File: src/inc/mcg_cfg.svh
// Constants of the clock generation block: offsets, fields, reset values and rates.
`ifndef MCG_CFG_SVH
`define MCG_CFG_SVH

// ****************************************************************
// Register map
// ****************************************************************
`define MCG_ADDR_W 8
`define MCG_OFF_TUNING 8'h00
`define MCG_OFF_DIVIDER 8'h04
`define MCG_OFF_AUX1 8'h08
`define MCG_OFF_STATUS 8'h0c

// ****************************************************************
// Fields and reset values
// ****************************************************************
`define MCG_AUX1_LOW_POWER 7
`define MCG_DIVIDER_RST 8'h00
`define MCG_LOW_POWER_RST 1'b0
`define MCG_TUN_CTRL_RST 1'b0
`define MCG_RESP_OKAY 2'b00
`define MCG_RESP_DECERR 2'b11

// ****************************************************************
// Rates
// ****************************************************************
`define MCG_SYS_CLK_KHZ 20000
`define MCG_RC_NOM_KHZ 7373
`define MCG_RC_TRIM_STEP_KHZ 60
`define MCG_RC_TRIM_MID 32
`define MCG_NCO_W 16
`define MCG_DIV_W 8

`endif

File: src/inc/mcg_pkg.sv
// Types shared by the clock generation block.
package mcg_pkg;

    // Oscillator sources selectable by nonvolatile configuration.
    typedef enum logic [1:0] {
        MCG_SRC_WDT = 2'b00,
        MCG_SRC_RC = 2'b01,
        MCG_SRC_XTAL = 2'b10,
        MCG_SRC_EXT = 2'b11
    } mcg_src_t;

    // Tuning register layout.
    typedef struct packed {
        logic rc_clock_select;
        logic clock_out_enable;
        logic [5:0] trim;
    } mcg_tuning_t;

    // Configuration captured during reset.
    typedef struct packed {
        mcg_src_t src;
        logic doubler;
        logic rtc_uses_xtal;
    } mcg_cfg_t;

endpackage : mcg_pkg
File: src/hdl/mcg_clk_div.sv
// CPU clock divider: one CPU tick per 2N oscillator ticks, or per tick when N is zero.
`timescale 1ns/1ps
module mcg_clk_div #(
    parameter int DIV_W = 8
) (
    // Clock and reset.
    input wire logic clk_i,
    input wire logic srst_i,
    // Oscillator tick and divide value.
    input wire logic osc_tick_i,
    input wire logic [DIV_W-1:0] divide_i,
    // CPU tick.
    output logic cpu_tick_o
);
    logic [DIV_W:0] count;
    logic [DIV_W:0] terminal;
    logic bypass;
    logic wrap;

    // A shrinking divide value wraps at once rather than running past it.
    assign terminal = {divide_i, 1'b0} - {{DIV_W{1'b0}}, 1'b1};
    assign bypass = (divide_i == '0);
    assign wrap = bypass || (count >= terminal);

    // Count oscillator ticks and emit the CPU tick on wrap.
    always_ff @(posedge clk_i)
    begin
        if (srst_i)
        begin
            count <= '0;
            cpu_tick_o <= 1'b0;
        end
        else
        begin
            cpu_tick_o <= osc_tick_i && wrap;
            if (osc_tick_i)
            begin
                count <= wrap ? '0 : count + {{DIV_W{1'b0}}, 1'b1};
            end
        end
    end
endmodule : mcg_clk_div

File: src/hdl/mcg_rc_osc.sv
// Internal RC oscillator model: phase accumulator giving one tick per RC cycle.
`timescale 1ns/1ps
`include "mcg_cfg.svh"
module mcg_rc_osc #(
    parameter int NCO_W = `MCG_NCO_W
) (
    // Clock and reset.
    input wire logic clk_i,
    input wire logic srst_i,
    // Tuning.
    input wire logic [5:0] trim_i,
    input wire logic doubler_i,
    // Oscillator tick.
    output logic rc_tick_o
);
    logic [NCO_W-1:0] phase;
    logic [31:0] base_khz;
    logic [31:0] freq_khz;
    logic [31:0] inc_wide;
    logic [NCO_W:0] sum;

    // Frequency falls as the trim value rises, nominal at the mid value.
    assign base_khz = 32'(`MCG_RC_NOM_KHZ)
        + (32'(`MCG_RC_TRIM_MID) - 32'(trim_i)) * 32'(`MCG_RC_TRIM_STEP_KHZ);
    assign freq_khz = doubler_i ? {base_khz[30:0], 1'b0} : base_khz;
    assign inc_wide = (freq_khz << NCO_W) / 32'(`MCG_SYS_CLK_KHZ);
    assign sum = {1'b0, phase} + {1'b0, inc_wide[NCO_W-1:0]};

    // Accumulator carry marks one RC cycle.
    always_ff @(posedge clk_i)
    begin
        if (srst_i)
        begin
            phase <= '0;
            rc_tick_o <= 1'b0;
        end
        else
        begin
            phase <= sum[NCO_W-1:0];
            rc_tick_o <= sum[NCO_W];
        end
    end
endmodule : mcg_rc_osc

File: src/hdl/mcg_top.sv
// Clock generation top: source selection, CPU and peripheral ticks, clock output, registers.
`timescale 1ns/1ps
`include "mcg_cfg.svh"
module mcg_top #(
    parameter int DIV_W = `MCG_DIV_W
) (
    // Clock and reset.
    input wire logic clk_i,
    input wire logic srst_i,
    // AXI4-Lite write address and data.
    input wire logic [`MCG_ADDR_W-1:0] s_axi_awaddr_i,
    input wire logic s_axi_awvalid_i,
    output logic s_axi_awready_o,
    input wire logic [31:0] s_axi_wdata_i,
    input wire logic [3:0] s_axi_wstrb_i,
    input wire logic s_axi_wvalid_i,
    output logic s_axi_wready_o,
    // AXI4-Lite write response.
    output logic [1:0] s_axi_bresp_o,
    output logic s_axi_bvalid_o,
    input wire logic s_axi_bready_i,
    // AXI4-Lite read.
    input wire logic [`MCG_ADDR_W-1:0] s_axi_araddr_i,
    input wire logic s_axi_arvalid_i,
    output logic s_axi_arready_o,
    output logic [31:0] s_axi_rdata_o,
    output logic [1:0] s_axi_rresp_o,
    output logic s_axi_rvalid_o,
    input wire logic s_axi_rready_i,
    // Nonvolatile configuration and factory calibration.
    input wire logic [1:0] cfg_src_i,
    input wire logic cfg_doubler_i,
    input wire logic rtc_uses_xtal_i,
    input wire logic [5:0] factory_trim_i,
    // Oscillator inputs from outside the clock domain.
    input wire logic xtal_osc_i,
    input wire logic ext_clk_i,
    input wire logic wdt_osc_i,
    // Clock ticks.
    output logic osc_tick_o,
    output logic cpu_tick_o,
    output logic machine_tick_o,
    output logic periph_tick_o,
    // Clock output pin and low-power setting.
    output logic clock_output_pin_o,
    output logic clock_output_pin_oe_n_o,
    output logic low_power_clock_o
);

    // ****************************************************************
    // Declarations
    // ****************************************************************
    localparam int NPIN = 3;
    localparam int PIN_XTAL = 0;
    localparam int PIN_EXT = 1;
    localparam int PIN_WDT = 2;

    mcg_pkg::mcg_cfg_t cfg;
    mcg_pkg::mcg_tuning_t tuning;
    logic [DIV_W-1:0] cpu_clock_divider;
    logic low_power_clock;
    logic [NPIN-1:0] pin_raw;
    logic [NPIN-1:0] pin_meta;
    logic [NPIN-1:0] pin_sync;
    logic [NPIN-1:0] pin_last;
    logic [NPIN-1:0] pin_rise;
    logic rc_tick;
    logic src_tick;
    logic next_osc_tick;
    logic cpu_tick;
    logic cpu_phase;
    logic clk_out_active;
    logic clk_out_level;

    logic wr_fire;
    logic wr_hit_tuning;
    logic wr_hit_divider;
    logic wr_hit_aux1;
    logic wr_hit_status;
    logic wr_mapped;
    logic rd_fire;
    logic [31:0] rd_word;
    logic rd_mapped;
    logic [31:0] status_word;

    // ****************************************************************
    // Configuration capture
    // ****************************************************************

    // Configuration is taken from the nonvolatile bits while reset is held.
    always_ff @(posedge clk_i)
    begin
        if (srst_i)
        begin
            cfg.src <= mcg_pkg::mcg_src_t'(cfg_src_i);
            cfg.doubler <= cfg_doubler_i;
            cfg.rtc_uses_xtal <= rtc_uses_xtal_i;
        end
    end

    // ****************************************************************
    // Oscillator input synchronisers
    // ****************************************************************
    assign pin_raw[PIN_XTAL] = xtal_osc_i;
    assign pin_raw[PIN_EXT] = ext_clk_i;
    assign pin_raw[PIN_WDT] = wdt_osc_i;

    // Two flops per pin, then a third flop for the rising edge.
    generate
        for (genvar i = 0; i < NPIN; i++)
        begin : g_sync
            always_ff @(posedge clk_i)
            begin
                if (srst_i)
                begin
                    pin_meta[i] <= 1'b0;
                    pin_sync[i] <= 1'b0;
                    pin_last[i] <= 1'b0;
                end
                else
                begin
                    pin_meta[i] <= pin_raw[i];
                    pin_sync[i] <= pin_meta[i];
                    pin_last[i] <= pin_sync[i];
                end
            end
            assign pin_rise[i] = pin_sync[i] && !pin_last[i];
        end
    endgenerate

    // ****************************************************************
    // Oscillator clock selection
    // ****************************************************************

    // The internal RC oscillator.
    mcg_rc_osc #(
        .NCO_W(`MCG_NCO_W)
    ) u_rc_osc (
        .clk_i(clk_i),
        .srst_i(srst_i),
        .trim_i(tuning.trim),
        .doubler_i(cfg.doubler),
        .rc_tick_o(rc_tick)
    );

    // Exactly one configured source feeds the oscillator clock.
    always_comb
    begin
        case (cfg.src)
            mcg_pkg::MCG_SRC_WDT: src_tick = pin_rise[PIN_WDT];
            mcg_pkg::MCG_SRC_RC: src_tick = rc_tick;
            mcg_pkg::MCG_SRC_XTAL: src_tick = pin_rise[PIN_XTAL];
            mcg_pkg::MCG_SRC_EXT: src_tick = pin_rise[PIN_EXT];
            default: src_tick = 1'b0;
        endcase
    end

    // The RC select bit overrides the configured source with no reset needed.
    assign next_osc_tick = tuning.rc_clock_select ? rc_tick : src_tick;

    // Oscillator tick is registered before it leaves the block.
    always_ff @(posedge clk_i)
    begin
        if (srst_i)
        begin
            osc_tick_o <= 1'b0;
        end
        else
        begin
            osc_tick_o <= next_osc_tick;
        end
    end

    // ****************************************************************
    // CPU, machine and peripheral clocks
    // ****************************************************************

    // The divider forms the CPU clock from the oscillator clock.
    mcg_clk_div #(
        .DIV_W(DIV_W)
    ) u_clk_div (
        .clk_i(clk_i),
        .srst_i(srst_i),
        .osc_tick_i(next_osc_tick),
        .divide_i(cpu_clock_divider),
        .cpu_tick_o(cpu_tick)
    );

    assign cpu_tick_o = cpu_tick;

    // Two CPU cycles make one machine cycle and one peripheral clock cycle.
    always_ff @(posedge clk_i)
    begin
        if (srst_i)
        begin
            cpu_phase <= 1'b0;
            machine_tick_o <= 1'b0;
            periph_tick_o <= 1'b0;
        end
        else
        begin
            if (cpu_tick)
            begin
                cpu_phase <= !cpu_phase;
            end
            machine_tick_o <= cpu_tick && cpu_phase;
            periph_tick_o <= cpu_tick && !cpu_phase;
        end
    end

    // ****************************************************************
    // Clock output pin
    // ****************************************************************

    // The pin is driven only when enabled and the crystal serves nobody.
    assign clk_out_active = tuning.clock_out_enable
        && (cfg.src != mcg_pkg::MCG_SRC_XTAL)
        && !cfg.rtc_uses_xtal;

    // The level toggles on every CPU tick, giving half the CPU clock.
    always_ff @(posedge clk_i)
    begin
        if (srst_i)
        begin
            clk_out_level <= 1'b0;
            clock_output_pin_oe_n_o <= 1'b1;
        end
        else
        begin
            clock_output_pin_oe_n_o <= !clk_out_active;
            if (!clk_out_active)
            begin
                clk_out_level <= 1'b0;
            end
            else if (cpu_tick)
            begin
                clk_out_level <= !clk_out_level;
            end
        end
    end

    assign clock_output_pin_o = clk_out_level;
    assign low_power_clock_o = low_power_clock;

    // ****************************************************************
    // Register bus decode
    // ****************************************************************

    // Address and data are taken together once no response is pending.
    assign wr_fire = s_axi_awvalid_i && s_axi_wvalid_i && !s_axi_bvalid_o;
    assign s_axi_awready_o = wr_fire;
    assign s_axi_wready_o = wr_fire;
    assign wr_hit_tuning = wr_fire && (s_axi_awaddr_i == `MCG_OFF_TUNING) && s_axi_wstrb_i[0];
    assign wr_hit_divider = wr_fire && (s_axi_awaddr_i == `MCG_OFF_DIVIDER) && s_axi_wstrb_i[0];
    assign wr_hit_aux1 = wr_fire && (s_axi_awaddr_i == `MCG_OFF_AUX1) && s_axi_wstrb_i[0];
    assign wr_hit_status = (s_axi_awaddr_i == `MCG_OFF_STATUS);
    assign wr_mapped = (s_axi_awaddr_i == `MCG_OFF_TUNING)
        || (s_axi_awaddr_i == `MCG_OFF_DIVIDER)
        || (s_axi_awaddr_i == `MCG_OFF_AUX1)
        || wr_hit_status;

    // Reads are taken when no read data is pending.
    assign rd_fire = s_axi_arvalid_i && !s_axi_rvalid_o;
    assign s_axi_arready_o = rd_fire;

    // Status shows the configured source and the live output state.
    assign status_word = {
        24'h000000,
        low_power_clock,
        clk_out_active,
        tuning.rc_clock_select,
        1'b0,
        cfg.rtc_uses_xtal,
        cfg.doubler,
        cfg.src
    };

    // Read data selection; unmapped offsets read zero with an error.
    assign rd_mapped = (s_axi_araddr_i == `MCG_OFF_TUNING)
        || (s_axi_araddr_i == `MCG_OFF_DIVIDER)
        || (s_axi_araddr_i == `MCG_OFF_AUX1)
        || (s_axi_araddr_i == `MCG_OFF_STATUS);
    assign rd_word = (s_axi_araddr_i == `MCG_OFF_TUNING) ? {24'h000000, tuning}
        : (s_axi_araddr_i == `MCG_OFF_DIVIDER) ? {{(32-DIV_W){1'b0}}, cpu_clock_divider}
        : (s_axi_araddr_i == `MCG_OFF_AUX1) ? {24'h000000, low_power_clock, 7'h00}
        : (s_axi_araddr_i == `MCG_OFF_STATUS) ? status_word
        : 32'h00000000;

    // ****************************************************************
    // Registers
    // ****************************************************************

    // Tuning register: control bits clear and the trim reloads on reset.
    always_ff @(posedge clk_i)
    begin
        if (srst_i)
        begin
            tuning.rc_clock_select <= `MCG_TUN_CTRL_RST;
            tuning.clock_out_enable <= `MCG_TUN_CTRL_RST;
            tuning.trim <= factory_trim_i;
        end
        else if (wr_hit_tuning)
        begin
            tuning <= s_axi_wdata_i[7:0];
        end
    end

    // Divider and low-power registers.
    always_ff @(posedge clk_i)
    begin
        if (srst_i)
        begin
            cpu_clock_divider <= DIV_W'(`MCG_DIVIDER_RST);
            low_power_clock <= `MCG_LOW_POWER_RST;
        end
        else
        begin
            if (wr_hit_divider)
            begin
                cpu_clock_divider <= s_axi_wdata_i[DIV_W-1:0];
            end
            if (wr_hit_aux1)
            begin
                low_power_clock <= s_axi_wdata_i[`MCG_AUX1_LOW_POWER];
            end
        end
    end

    // ****************************************************************
    // Bus responses
    // ****************************************************************

    // Write response one cycle after the write is taken.
    always_ff @(posedge clk_i)
    begin
        if (srst_i)
        begin
            s_axi_bvalid_o <= 1'b0;
            s_axi_bresp_o <= `MCG_RESP_OKAY;
        end
        else if (wr_fire)
        begin
            s_axi_bvalid_o <= 1'b1;
            s_axi_bresp_o <= wr_mapped ? `MCG_RESP_OKAY : `MCG_RESP_DECERR;
        end
        else if (s_axi_bready_i)
        begin
            s_axi_bvalid_o <= 1'b0;
        end
    end

    // Read data one cycle after the address is taken.
    always_ff @(posedge clk_i)
    begin
        if (srst_i)
        begin
            s_axi_rvalid_o <= 1'b0;
            s_axi_rdata_o <= 32'h00000000;
            s_axi_rresp_o <= `MCG_RESP_OKAY;
        end
        else if (rd_fire)
        begin
            s_axi_rvalid_o <= 1'b1;
            s_axi_rdata_o <= rd_word;
            s_axi_rresp_o <= rd_mapped ? `MCG_RESP_OKAY : `MCG_RESP_DECERR;
        end
        else if (s_axi_rready_i)
        begin
            s_axi_rvalid_o <= 1'b0;
        end
    end

endmodule : mcg_top

File: config.mk
export PLATFORM = sky130hd
export DESIGN_NAME = mcg_top
export DESIGN_NICKNAME = d
export VERILOG_FILES = /design/src/inc/mcg_pkg.sv /design/src/hdl/mcg_clk_div.sv /design/src/hdl/mcg_rc_osc.sv /design/src/hdl/mcg_top.sv
export VERILOG_INCLUDE_DIRS = /design/src /design/src/inc
export SDC_FILE = /design/constraint.sdc
export NUM_CORES = 1
export LEC_CHECK = 0
export ABC_AREA = 1
export BUFFER_PORTS_ARGS = -buffer_cell sky130_fd_sc_hd__buf_4
export CAP_MARGIN = 20
export CORE_UTILIZATION = 54
export CTS_BUF_LIST = sky130_fd_sc_hd__clkbuf_8
export DETAILED_ROUTE_END_ITERATION = 12
export GPL_ROUTABILITY_DRIVEN = 0
export PLACE_DENSITY_LB_ADDON = 0.1
export SLEW_MARGIN = 25
export SYNTH_ARGS = -nofsm -noshare
export SYNTH_HDL_FRONTEND = slang
export SYNTH_SLANG_ARGS = --single-unit
File: constraint.sdc
create_clock -name clk_i -period 23.7 [get_ports clk_i]
set_input_delay 4.74 -clock clk_i [delete_from_list [all_inputs] [get_ports clk_i]]
set_output_delay 4.74 -clock clk_i [all_outputs]
set_load 0.01 [all_outputs]
; Word-level counts from Yosys, hierarchy flattened
; Cells that the tools add are included.
[word_totals]
out_inout_bits = 48
input_bits = 72
wordCells = 108
register_bits = 101
[classes]
order_cmp = 1
n_div = 1
bitwise_logic = 1
n_mux = 16
reduce_logical = 41
eq_ne = 10
n_mul = 1
add_sub_neg = 5
[op_table]
columns = cell, count
row1 = divider 32 x 15 -> 32 bit (second input constant), 1
row2 = equality test 8 x 4 -> 1 bit (second input constant), 4
row3 = multiplier 32 x 4 -> 14 bit (second input constant), 1
row4 = two-way mux 8 bit, 4
row5 = logical NOT 8 bit, 3
row6 = adder 16 x 16 -> 17 bit, 1
row7 = logical AND 1 bit, 17
row8 = adder 13 x 16 -> 16 bit (first input constant), 1
row9 = equality test 8 x 3 -> 1 bit (second input constant), 2
row10 = two-way mux 16 bit, 1
row11 = two-way mux 6 bit, 2
row12 = adder 9 x 1 -> 9 bit (second input constant), 1
row13 = greater-or-equal comparator 9 bit, 1
row14 = logical NOT 1 bit, 9
row15 = two-way mux 9 bit, 1
row16 = subtractor 9 x 1 -> 9 bit (second input constant), 1
row17 = logical OR 1 bit, 7
row18 = subtractor 6 x 6 -> 7 bit (first input constant), 1
row19 = nonzero test 2 bit, 3
row20 = two-way mux 1 bit, 5
row21 = equality test 2 bit (second input constant), 2
row22 = two-way mux 2 bit, 2
row23 = one-hot mux 1 bit (4 select lines), 1
row24 = equality test 2 x 1 -> 1 bit (second input constant), 1
row25 = 4 further kinds, 4

; Depth between registers and ports, before layout
[depth]
word_depth = 7
depth_mapped = 186
mapped_depth_nobuf = 178

; Cells and area by module
; A second synthesis with hierarchy kept.
[hier_totals]
hier_cells = 2234
hier_area_um2 = 13430.4
[by_module_without_submodules]
columns = module, seq_area_each_um2, instances, cells_each, area_per_inst_um2
row1 = mcg_rc_osc, 340.3, 1, 1817, 10326.2
row2 = mcg_top, 1061.0, 1, 312, 2297.2
row3 = mcg_clk_div, 200.2, 1, 105, 807.0

; Worst setup path after synthesis
; OpenSTA, ideal clock, no wires.
[synth_path]
kind = flip-flop to flip-flop
start = reg tuning[0] (netlist bit)
end = reg u_rc_osc.rc_tick_o
stages_incl_launch_ff = 168
period_less_slack_ns = 18.534
setup_time_ns = 0.132
path_buffers = 13
required_time_ns = 23.568
slack_ns = 5.166
arrival_time_ns = 18.402
path_cell_list = edfxtp_1 -> buf_4 -> inv_4 -> ha_1 -> xnor2_1 -> xnor2_1 -> inv_1 -> ha_1 -> inv_1 -> fa_1 -> inv_1 -> ha_1 -> nand2_1 -> nand2_1 -> inv_1 -> nand2_1 -> nand2_1 -> nand2_1 -> (+132 left out) -> a31oi_1 -> nor2_1 -> nor2_1 -> o21ai_0 -> inv_1 -> o21ai_0 -> inv_1 -> nor2_1 -> o21ai_0 -> nand2_1 -> nand2_1 -> inv_1 -> o21ai_0 -> nand2_1 -> nand3_1 -> a21oi_1 -> o21ai_0 -> a21oi_1
[synth_between]
elab_chain_cells = 6
[synth_rtl]
columns = element, line
row1 = "start, declared", mcg_top.sv:59  ; mcg_pkg::mcg_tuning_t tuning;
row2 = "start signal, assigned", mcg_top.sv:304  ; tuning <= s_axi_wdata_i[7:0];
row3 = subtractor 6 x 6 -> 7 bit, mcg_rc_osc.sv:24  ; + (32'(`MCG_RC_TRIM_MID) - 32'(trim_i)) * 32'(`MCG_RC_TRIM_STEP_KHZ);
row4 = multiplier 32 x 4 -> 14 bit, mcg_rc_osc.sv:24
row5 = adder 13 x 16 -> 16 bit, mcg_rc_osc.sv:23  ; assign base_khz = 32'(`MCG_RC_NOM_KHZ)
row6 = two-way mux 16 bit, mcg_rc_osc.sv:25  ; assign freq_khz = doubler_i ? {base_khz[30:0], 1'b0} : base_khz;
row7 = divider 32 x 15 -> 32 bit, mcg_rc_osc.sv:26  ; assign inc_wide = (freq_khz << NCO_W) / 32'(`MCG_SYS_CLK_KHZ);
row8 = adder 16 x 16 -> 17 bit, mcg_rc_osc.sv:27  ; assign sum = {1'b0, phase} + {1'b0, inc_wide[NCO_W-1:0]};
row9 = "end signal, assigned", mcg_rc_osc.sv:40  ; rc_tick_o <= sum[NCO_W];
row10 = "end, declared", mcg_rc_osc.sv:14  ; output logic rc_tick_o
; No other way between the ends.
; A chain may end at the register's enable or synchronous reset.

; Final worst setup path
[layout_path]
start = reg tuning[1] (netlist bit)
end = reg u_rc_osc.rc_tick_o
; Same word-level chain as after synthesis.

==> results_dict.tcl <==
set metrics [dict create \
    status "completed" \
    hold_violations 0 \
    grt_start_max_net_pins 41 \
    fp.dieArea_sq_um 24900 \
    drive_gt1_share_pct 18.9 \
    cts_root_buf "clkbuf_8" \
    die_w_microns 158 \
    wire_per_inst_microns 12.6 \
    yosys.area.top_type "nand2_1" \
    antenna_left 0 \
    htreeDepth 3 \
    cap_viol_max_count 0 \
    via_per_inst 5.25 \
    crit_required_ns 23.93 \
    fin_skew_ns 0.00831 \
    layout_min_cycle_time_ns 21.61 \
    cts_sinks 75 \
    synth-seq-cells 75 \
    period_share_pct 91.2 \
    clkLatencyLatePin_ns 0.35 \
    ioPinCount 120 \
    clk_pin_slew_ns 0.08 \
    ys_seq_area_share_pct 12.2 \
    cts_buffers 9 \
    netlist_area_sq_um 13100 \
    fmax_ghz 0.0463 \
    synth_cell_type_count 61 \
    grt.total_usage_pct 26.2 \
    syn_area_per_cell_sq_um 5.92 \
    endpoint_kind "flip-flop" \
    relSlewSlack_pct 40.5 \
    cts-hold-fix-buffers 0 \
    grt_pass1_vias 11700 \
    grt_pass1_wl_mm 54.0 \
    antenna_found_initial 0 \
    async_flop_share_pct 0 \
    place_hpwl_mm 26.7 \
    hold_end "pin_sync[1]" \
    n_antenna_cell 0 \
    synth_edf_count 10 \
    fp.dieH_microns 158 \
    worstHoldPathType "reg2reg" \
    yosysWarnings 0 \
    drc 0 \
    core-area_sq_um 23700 \
    reg2reg_from "tuning[1]" \
    worst_slew_pin_slew_ns 0.884 \
    synthTopCellsByArea "nand2_1 20%, dfxtp_1 9.9%, nand3_1 9.5%" \
    initial_core_util_pct 55.5 \
    critPathMaxFanout 18 \
    critical-path-slowest-cell "fa_1" \
    min-delay-start "pin_meta[1]" \
    nets 2398 \
    worstHoldPathCells 2 \
    grt-ovfl-total 0 \
    drt-pass1-iter-count 6 \
    dp.cells 2567 \
    synthCells 2219 \
    netlist_top_cells_count "691 x nand2_1, 250 x nand3_1, 236 x inv_1, 177 x nor2_1, 101 x nand2_2" \
    wirelength_mm 32.6 \
    ys.flop_type "dfxtp_1" \
    crit_path_max_incr_delay_ns 0.49 \
    area_delta_synth_final_pct 6.41 \
    reg2reg_depth 163 \
    stdcell_count 2593 \
    synth_top_area_share_pct 19.8 \
    path_common_cell "nand2_1" \
    drt_iter0_markers 781 \
    cts_buffer_depth 2 \
    vias 13600 \
    r2r_slack_ns 2.09 \
    r2r-end "u_rc_osc.rc_tick_o" \
    setup_viol 0 \
    row_count 56 \
    slew_viol_final 0 \
    crit_type "reg2reg" \
    portBuffers 68 \
    synth.most_common_cell "nand2_1" \
    critPathLaunchType "flip-flop" \
    cts_tree "done" \
    crit_arrival_ns 21.84 \
    holdWs_ns 0.407 \
]
[cell families (layout without fill, tap and decap cells)]
logic type	Yosys count	after routing	synth area share [%]
and+or+nand+nor	1456	1456	55.6
buffers and inverters	373	405	13.4
AOI/OAI and AO/OA	188	188	8.30
DFF	75	75	12.2
xor gates and xnor gates	69	69	4.72
adders and majority gates	57	57	5.77
other	1	24	0.0286
[worst max path at each step]
stage                     startpoint                 end  slack, ns  cells after the start
final                      tuning[1]  u_rc_osc.rc_tick_o       2.09                    163
after global routing       tuning[1]  u_rc_osc.rc_tick_o      -0.04                    164
after CTS                  tuning[1]  u_rc_osc.rc_tick_o       0.67                    160
after detailed placement   tuning[1]  u_rc_osc.rc_tick_o       0.76                    161
after global placement     tuning[1]  u_rc_osc.rc_tick_o       1.04                    161
after floorplan            tuning[0]  u_rc_osc.rc_tick_o       5.17                    167
[cell type report]
type                            count  area (sq um)
Multi-Input combinational cell   1794          9990
Fill cell                        2477          9710
Sequential cell                    75          1600
Inverter                          307          1170
Timing Repair Buffer               82           616
Tap cell                          319           399
Clock buffer                       10           138
Clock inverter                      6          62.6
[flip-flops by register name, summed over array words and instances, names as in the netlist, 3 cells and up]
| register | count |
|---|---|
| cfg | 4 |
| cpu_clock_divider | 8 |
| pin_last | 3 |
| pin_meta | 3 |
| pin_sync | 3 |
| s_axi_rdata_o | 8 |
| tuning | 7 |
| u_clk_div.count | 9 |
| u_rc_osc.phase | 16 |
[routing by layer]
layer | GRT usage, % | vias to the layer above | share of wire [%]
met5 | 0 | - | 0
met4 | 5.91 | 0 | 1.4
met3 | 2.19 | 36 | 4.8
met2 | 42.9 | 315 | 45
met1 | 37.1 | 6119 | 49
li1 | - | 7132 | -
[metrics by stage]
stage / setup TNS [ns] / instance area [sq um] / util [%] / worst slack (ns)
2_1_floorplan: 0 / 13200 / - / 5.17
3_3_place_gp: 0 / 13600 / 57.3 / 1.04
3_5_place_dp: 0 / 13600 / 57.3 / 0.760
4_1_cts: 0 / 13800 / 58.1 / 0.667
5_1_grt: -0.0754 / 14000 / 59.0 / -0.0400
6_report: 0 / 14000 / 59.0 / 2.09
[worst max-delay path, delay by kind of cell, from the launching register on]
family | cells | cell delay [ns]
simple gates | 113 | 13.18
xor+xnor | 2 | 0.49
compound gates | 9 | 1.27
fa+ha+maj | 12 | 3.35
flops | 1 | 0.47
buf+inv | 27 | 2.59
[layout by cell type (no fill, tap or decap), types with 11 or more instances in the layout]
cell type	instances
nand2_1	688
nand3_1	250
inv_1	236
nor2_1	176
nand2_2	101
buf_4	82
a21oi_1	66
dfxtp_1	65
o21ai_0	60
inv_2	58
ha_1	51
xor2_1	49
nand2_4	45
nand4_1	42
nor2_2	29
nor2_4	26
nand3_2	25
conb_1	24
nor3_1	20
nand3b_1	19
xnor2_1	16
o21ai_1	15
nand3_4	12
a31oi_1	11
[what timing repair did]
| action | 4_1_cts | 5_1_grt |
|---|---|---|
| gates resized for setup | 0 | 21 |
| buffers inserted | 0 | 10 |
| setup endpoints to repair | 0 | 13 |
Power is not shown: default switching activity piles up to over one toggle a cycle in this logic, so the estimate is an artifact.
